<file path="src/design/tap_consts.svh">
`ifndef TAP_CONSTS_SVH
`define TAP_CONSTS_SVH

// Instruction register
`define IR_WIDTH          4
`define IR_CAPTURE        4'h1
`define IR_OP_EXTEST      4'h0
`define IR_OP_IDCODE      4'h2
`define IR_OP_BYPASS      4'hF
`define IR_RESET_VALUE    4'h2

// Identification register, value arbitrary
`define ID_WIDTH          32
`define ID_VALUE          32'h1234_5679

// Consecutive high TMS edges that force Test-Logic-Reset
`define TMS_RESET_EDGES   5
`endif

</file>
<file path="src/design/tap_pkg.sv">
package tap_pkg;
    typedef enum logic [3:0] {
        TEST_LOGIC_RESET,
        RUN_TEST_IDLE,
        SELECT_DR,
        CAPTURE_DR,
        SHIFT_DR,
        EXIT1_DR,
        PAUSE_DR,
        EXIT2_DR,
        UPDATE_DR,
        SELECT_IR,
        CAPTURE_IR,
        SHIFT_IR,
        EXIT1_IR,
        PAUSE_IR,
        EXIT2_IR,
        UPDATE_IR
    } tap_state_t;

    typedef struct packed {
        logic tck;
        logic tms;
        logic tdi;
        logic trst_n;
    } scan_pins_t;

    typedef struct packed {
        logic rise;
        logic fall;
        logic tms;
        logic tdi;
        logic trst_n;
    } scan_events_t;
endpackage

</file>
<file path="src/design/boundary_scan_test_port.sv">
`timescale 1ns/1ps
`include "tap_consts.svh"

module boundary_scan_test_port (
    input  wire logic  i_clk_sys,
    input  wire logic  i_reset_n,
    input  wire logic  i_tck,
    input  wire logic  i_tms,
    input  wire logic  i_tdi,
    input  wire logic  i_trst_n,
    input  wire logic  i_tms_connected,
    input  wire logic  i_tdi_connected,
    input  wire logic  i_trst_connected,
    output logic       o_tdo,
    output logic       o_tdo_oe,
    output logic       o_fifo_data_oe,
    output logic       o_tap_reset_state
);
    import tap_pkg::*;

    // ------------------------------------------------------------
    // Pin conditioning
    // ------------------------------------------------------------
    scan_pins_t   pins;
    scan_events_t ev;
    tap_state_t   state;

    always_comb begin
        pins.tck    = i_tck;
        pins.tms    = i_tms_connected ? i_tms : 1'b1;
        pins.tdi    = i_tdi_connected ? i_tdi : 1'b1;
        pins.trst_n = i_trst_connected ? i_trst_n : 1'b1;
    end

    scan_pin_sync u_sync (
        .i_clk_sys (i_clk_sys),
        .i_reset_n (i_reset_n),
        .i_pins    (pins),
        .o_events  (ev)
    );

    // ------------------------------------------------------------
    // Controller
    // ------------------------------------------------------------
    // Sampling on ev.rise keeps all test action except the TRST override tied to TCK edges
    tap_fsm u_fsm (
        .i_clk_sys (i_clk_sys),
        .i_reset_n (i_reset_n),
        .i_trst_n  (ev.trst_n),
        .i_step    (ev.rise),
        .i_tms     (ev.tms),
        .o_state   (state)
    );

    // ------------------------------------------------------------
    // Scan registers
    // ------------------------------------------------------------
    logic [`IR_WIDTH-1:0] ir_shift;
    logic [`IR_WIDTH-1:0] ir;
    logic [`ID_WIDTH-1:0] id_shift;
    logic                 bypass;
    logic                 tap_was_reset;
    logic                 tdo;
    logic                 tdo_oe;
    logic [`IR_WIDTH-1:0] next_ir_shift;
    logic [`IR_WIDTH-1:0] next_ir;
    logic [`ID_WIDTH-1:0] next_id_shift;
    logic                 next_bypass;
    logic                 next_tap_was_reset;
    logic                 next_tdo;
    logic                 next_tdo_oe;

    function automatic logic select_id(input logic [`IR_WIDTH-1:0] op);
        select_id = (op == `IR_OP_IDCODE);
    endfunction

    always_comb begin
        next_ir_shift      = ir_shift;
        next_ir            = ir;
        next_id_shift      = id_shift;
        next_bypass        = bypass;
        next_tap_was_reset = tap_was_reset;
        next_tdo           = tdo;
        next_tdo_oe        = tdo_oe;
        // Reset seen through system reset, TRST or five high TMS edges
        if (state == TEST_LOGIC_RESET) begin
            next_ir            = `IR_RESET_VALUE;
            next_tap_was_reset = 1'b1;
        end
        if (ev.rise) begin
            case (state)
                CAPTURE_IR: next_ir_shift = `IR_CAPTURE;
                SHIFT_IR:   next_ir_shift = {ev.tdi, ir_shift[`IR_WIDTH-1:1]};
                UPDATE_IR:  next_ir = ir_shift;
                CAPTURE_DR: begin
                    next_id_shift = `ID_VALUE;
                    next_bypass   = 1'b0;
                end
                SHIFT_DR: begin
                    if (select_id(ir)) begin
                        next_id_shift = {ev.tdi, id_shift[`ID_WIDTH-1:1]};
                    end else begin
                        next_bypass = ev.tdi;
                    end
                end
                default: ;
            endcase
        end
        if (ev.fall) begin
            next_tdo_oe = (state == SHIFT_DR) || (state == SHIFT_IR);
            if (state == SHIFT_IR) begin
                next_tdo = ir_shift[0];
            end else if (select_id(ir)) begin
                next_tdo = id_shift[0];
            end else begin
                next_tdo = bypass;
            end
        end
        // A TRST pulse may land between TCK edges; release TDO at once
        if (!ev.trst_n) begin
            next_tdo_oe = 1'b0;
        end
    end

    always_ff @(posedge i_clk_sys) begin
        if (!i_reset_n) begin
            ir_shift          <= `IR_RESET_VALUE;
            ir                <= `IR_RESET_VALUE;
            id_shift          <= `ID_VALUE;
            bypass            <= 1'b0;
            tap_was_reset     <= 1'b0;
            tdo               <= 1'b0;
            tdo_oe            <= 1'b0;
            o_tdo             <= 1'b0;
            o_tdo_oe          <= 1'b0;
            o_fifo_data_oe    <= 1'b0;
            o_tap_reset_state <= 1'b0;
        end else begin
            ir_shift          <= next_ir_shift;
            ir                <= next_ir;
            id_shift          <= next_id_shift;
            bypass            <= next_bypass;
            tap_was_reset     <= next_tap_was_reset;
            tdo               <= next_tdo;
            tdo_oe            <= next_tdo_oe;
            o_tdo             <= next_tdo;
            o_tdo_oe          <= next_tdo_oe;
            o_fifo_data_oe    <= next_tap_was_reset;
            o_tap_reset_state <= (state == TEST_LOGIC_RESET);
        end
    end
endmodule

</file>
<file path="src/design/scan_pin_sync.sv">
`timescale 1ns/1ps
`include "tap_consts.svh"

module scan_pin_sync (
    input  wire logic                  i_clk_sys,
    input  wire logic                  i_reset_n,
    input  wire tap_pkg::scan_pins_t   i_pins,
    output tap_pkg::scan_events_t      o_events
);
    import tap_pkg::*;

    scan_pins_t   stage1;
    scan_pins_t   stage2;
    scan_pins_t   stage3;
    scan_pins_t   stable;
    scan_pins_t   next_stable;
    scan_events_t next_events;

    // A pin counts as changed once stages two and three agree
    always_comb begin
        for (int b = 0; b < 4; b++) begin
            next_stable[b] = (stage2[b] == stage3[b]) ? stage2[b] : stable[b];
        end
        next_events.rise   = next_stable.tck & ~stable.tck;
        next_events.fall   = ~next_stable.tck & stable.tck;
        next_events.tms    = next_stable.tms;
        next_events.tdi    = next_stable.tdi;
        next_events.trst_n = next_stable.trst_n;
    end

    always_ff @(posedge i_clk_sys) begin
        if (!i_reset_n) begin
            // Idle pin levels (TCK low, others high) so no false edge follows reset
            stage1   <= 4'h7;
            stage2   <= 4'h7;
            stage3   <= 4'h7;
            stable   <= 4'h7;
            o_events <= 5'h07;
        end else begin
            stage1   <= i_pins;
            stage2   <= stage1;
            stage3   <= stage2;
            stable   <= next_stable;
            o_events <= next_events;
        end
    end
endmodule

</file>
<file path="src/design/tap_fsm.sv">
`timescale 1ns/1ps

module tap_fsm (
    input  wire logic                i_clk_sys,
    input  wire logic                i_reset_n,
    input  wire logic                i_trst_n,
    input  wire logic                i_step,
    input  wire logic                i_tms,
    output tap_pkg::tap_state_t      o_state
);
    import tap_pkg::*;

    tap_state_t next_state;

    always_comb begin
        next_state = o_state;
        if (i_step) begin
            case (o_state)
                TEST_LOGIC_RESET: next_state = i_tms ? TEST_LOGIC_RESET : RUN_TEST_IDLE;
                RUN_TEST_IDLE:    next_state = i_tms ? SELECT_DR : RUN_TEST_IDLE;
                SELECT_DR:        next_state = i_tms ? SELECT_IR : CAPTURE_DR;
                CAPTURE_DR:       next_state = i_tms ? EXIT1_DR : SHIFT_DR;
                SHIFT_DR:         next_state = i_tms ? EXIT1_DR : SHIFT_DR;
                EXIT1_DR:         next_state = i_tms ? UPDATE_DR : PAUSE_DR;
                PAUSE_DR:         next_state = i_tms ? EXIT2_DR : PAUSE_DR;
                EXIT2_DR:         next_state = i_tms ? UPDATE_DR : SHIFT_DR;
                UPDATE_DR:        next_state = i_tms ? SELECT_DR : RUN_TEST_IDLE;
                SELECT_IR:        next_state = i_tms ? TEST_LOGIC_RESET : CAPTURE_IR;
                CAPTURE_IR:       next_state = i_tms ? EXIT1_IR : SHIFT_IR;
                SHIFT_IR:         next_state = i_tms ? EXIT1_IR : SHIFT_IR;
                EXIT1_IR:         next_state = i_tms ? UPDATE_IR : PAUSE_IR;
                PAUSE_IR:         next_state = i_tms ? EXIT2_IR : PAUSE_IR;
                EXIT2_IR:         next_state = i_tms ? UPDATE_IR : SHIFT_IR;
                UPDATE_IR:        next_state = i_tms ? SELECT_DR : RUN_TEST_IDLE;
                default:          next_state = TEST_LOGIC_RESET;
            endcase
        end
    end

    // TRST overrides the edge step regardless of TCK
    always_ff @(posedge i_clk_sys) begin
        if (!i_reset_n || !i_trst_n) begin
            o_state <= TEST_LOGIC_RESET;
        end else begin
            o_state <= next_state;
        end
    end
endmodule

</file>
<file path="config.mk">
export PLATFORM = sky130hd
export DESIGN_NAME = boundary_scan_test_port
export DESIGN_NICKNAME = d
export VERILOG_FILES = /design/src/design/tap_pkg.sv /design/src/design/boundary_scan_test_port.sv /design/src/design/scan_pin_sync.sv /design/src/design/tap_fsm.sv
export VERILOG_INCLUDE_DIRS = /design/src /design/src/design
export SDC_FILE = /design/constraint.sdc
export NUM_CORES = 1
export LEC_CHECK = 0
export BUFFER_PORTS_ARGS = -buffer_cell sky130_fd_sc_hd__buf_2
export CAP_MARGIN = 20
export CORE_ASPECT_RATIO = 0.5
export CORE_MARGIN = 1
export CORE_UTILIZATION = 30
export DETAILED_ROUTE_END_ITERATION = 8
export SLEW_MARGIN = 15
export SYNTH_ARGS = -nofsm -noshare
export SYNTH_HDL_FRONTEND = slang
export SYNTH_SLANG_ARGS = --single-unit
</file>
<file path="constraint.sdc">
create_clock -name i_clk_sys -period 1.96 [get_ports i_clk_sys]
set_input_delay 0.588 -clock i_clk_sys [delete_from_list [all_inputs] [get_ports i_clk_sys]]
set_output_delay 0.588 -clock i_clk_sys [all_outputs]
set_load 0.02 [all_outputs]
</file>
==> qor.csv <==
metric,value,unit
run status,finished clean,
"FF+latch count, synth",67,
largest stage delay on the critical path,0.40,ns
multiplexer share of the synthesized area,0.449,%
buffers inserted by post-CTS timing repair,0,
final-report max-slew violation count,0,
worst setup path startpoint,u_fsm.o_state[2]$_SDFFE_PN0P_,
remaining global-route overflow,0,
vias in the first global route,1861,
IR Drop Worst-Case VDD,0.418,mV
Mapped Nets,284,
Post-Synth Adder-Cell Area,0,%
P_leak,1.06,nW
Yosys top cell area share,53.4,%
power density of the placed cells,964,mW/mm^2
worst clock skew on the final layout,0.00427,ns
post-layout utilization of the core,36.8,%
wire length of the first global-routing pass,8470,um
"synthesized-area fraction occupied by ao, oa, aoi and oai cells",20.8,%
element type at the critical path start,flop,
slew at the pin with the worst max-slew slack,0.481,ns
setup slack of the most critical reg-to-reg path,0.20,ns
Cell variety after synth,44,
fraction of final layout cells with drive strength greater than 1,14.0,%
TritonCTS sink count,67,
post-synthesis simple-gate area fraction,20.6,%
pin count of the biggest net entering global routing,35,
largest area contributor in the netlist,dfxtp_1,
instance count of the mapped netlist,275,
worst min-delay path category,reg2reg,
Post-synth EDFFs,0,
Max clock buf depth,2,
placement row count,23,
Reg2Reg Launch Point,u_fsm.o_state[2]$_SDFFE_PN0P_,
critical path endpoint category,flop,
highest fanout seen on the critical path,24,
endpoint of the worst setup timing path,id_shift[11]$_SDFFE_PN0P_,
insertion delay of the later-clocked pin in the worst-skew pair,0.32,ns
number of H-tree levels,3,
total negative slack for setup checks,0,ns
Total Wirelength,5060,um
area inside the core boundary,0.00806,sq mm
clock period minus worst slack,1.76,ns
critical-path cell list,buf_4 -> nor4b_4 -> nand3_1 -> buf_4 -> nor2_1 -> a22o_1,
largest family of logic cells by synthesized area,compound AO/OA/AOI/OAI gates,
CTS tree,built,
maximum achievable frequency,0.569,GHz
number of antenna violations at the first check in global routing,0,
number of hold buffers added after cts,0,
critical path required time,2.22,ns
stages on the worst setup path,6,
routed via count,2016,
Via-to-Cell Ratio,4.98,
First DRT Iteration DRCs,173,
slew margin rel.,67.5,%
Post-CTS Resized,0,
portion of the clock cycle consumed by the worst path in the final layout,89.6,%
arrival time of the worst setup path,2.02,ns
most used flip-flop cell after synthesis,dfxtp_1,
total power draw,0.00286,W
Antenna Diode Count,0,
Post-Synth XOR/XNOR Area,0.349,%
cell with the largest stage delay on the worst path,nor4b_4,
Syn Area/Cell,9.13,sq um
full die area,0.00876,sq mm
worst hold-check slack,0.402,ns
half-perimeter wire length of the detailed placement result,3460,um
horizontal die dimension,131,um
post-route ant nets,0,
Reg2Reg Capture Point,id_shift[11]$_SDFFE_PN0P_,
most used cells in the layout excluding fill and tap cells,"67 x dfxtp_1, 45 x nand2_1, 23 x o22ai_1, 17 x a21oi_1, 14 x nor2_1",
number of buffer and inverter instances along the worst setup path,2,
dominant cells by area after synthesis,"dfxtp_1 53%, nand2_1 6.7%, o22ai_1 5.7%, a21oi_1 3.4%, clkbuf_1 2.1%",
clock-pin slew on the worst setup and hold paths,0.05,ns
average routed wire per standard cell,12.5,um
cell depth of the worst flop-to-flop path,6,
placer congestion estimate,0.792,
"Net count, final",297,
TritonCTS Buffers,9,
IO Port Bufs,12,
global-route total usage across every layer,12.4,%
total I/O pin count,13,
endpoints failing hold,0,
Residual DRC,0,
detailed-router iteration count before antenna repair,4,
gate family responsible for the most delay along the worst path,simple AND/OR/NAND/NOR gates,
Synth warnings,0,
cell area after technology mapping,0.00251,sq mm
Starting Density,31.1,%
area growth from synthesis to final layout,18.3,%
async set-reset flop share out of synthesis,0,%
Root Buffer Master,clkbuf_16,
"most common cell after layout, fill and taps aside",dfxtp_1,
max capacitance violation total,0,
Die H,66.7,um
RSZ-0062 raised after global routing,false,
critical path class,reg2reg,
register area share after synthesis,53.4,%
Setup Viol. Count Final,0,
critical path's most frequent cell,buf_4,
kinds of logic (layout without fill, tap and decap cells):
group                     count (synthesis)  count (layout)
xor gates and xnor gates                  1               1
AOI/OAI and AO/OA                        77              77
DFF                                      67              67
muxes                                     1               1
and+or+nand+nor                         102             102
buffers and inverters                    27              45
stage by stage:
step	cell area (sq um)	setup WS (ns)	std cells
after floorplan	2510	0.280	275
after global placement	2700	0.272	389
after detailed placement	2700	0.227	389
after CTS	2970	0.215	405
after global routing	2970	0.0926	405
final	2970	0.203	405
worst min-delay path by stage:
stage	start	slack (ns)	cells past startpoint	endpoint
after floorplan	u_sync.stage1[0]$_SDFF_PN1_	0.39	1	u_sync.stage2[0]$_SDFF_PN1_
after global placement	u_sync.stage1[2]$_SDFF_PN1_	0.39	1	u_sync.stage2[2]$_SDFF_PN1_
after detailed placement	u_sync.stage1[2]$_SDFF_PN1_	0.39	1	u_sync.stage2[2]$_SDFF_PN1_
final	u_sync.stage1[2]$_SDFF_PN1_	0.40	1	u_sync.stage2[2]$_SDFF_PN1_
after global routing	u_sync.stage1[0]$_SDFF_PN1_	0.43	1	u_sync.stage2[0]$_SDFF_PN1_
after CTS	u_sync.stage1[2]$_SDFF_PN1_	0.40	1	u_sync.stage2[2]$_SDFF_PN1_
cell type report:
type	count	area, sq um
Fill cell	805	5090
Clock inverter	6	41.3
Inverter	8	30.0
Multi-Input combinational cell	181	1060
Clock buffer	10	229
Tap cell	112	140
Sequential cell	67	1340
Timing Repair Buffer	21	128
registers in the layout, indices dropped and copies added (netlist names):
name / flops
ir_shift: 4
id_shift: 32
tap_was_reset: 1
u_sync.stable: 1
u_fsm.o_state: 4
u_sync.stage2: 4
bypass: 1
u_sync.o_events: 5
tdo_oe: 1
u_sync.stage3: 4
ir: 4
o_tap_reset_state: 1
u_sync.stage1: 4
tdo: 1
routing by layer:
layer  GRT usage, %  share of wire, %  vias up  routed length (um)
met5              0                 0        -                   0
met2           22.3                49       30                2450
met4           5.38               1.7        0                  88
met1           13.6                47      966                2370
li1               -                 -     1011                   -
met3           4.11               2.9        9                 145
synthesized netlist by cell type, drive strengths merged, types with 2 or more instances:
cell	number
o21ai	10
nand4	2
nor2b	3
a21oi	17
a211oi	2
nand2	45
o211ai	2
a221oi	2
o22ai	23
inv	8
clkbuf	14
nor4b	2
o22a	6
a31oi	2
nor2	14
nor3	4
nand2b	7
nand3b	5
and2	5
nand3	9
dfxtp	67
a311oi	2
a22o	3
buf	5
power by group:
part | internal (W) | switching (W)
logic | 0.0000196 | 0.0000353
clock network | 0.000854 | 0.000577
registers | 0.00137 | 0.00000423
total | 0.00225 | 0.000616
Power figures use the tool's default switching activity.
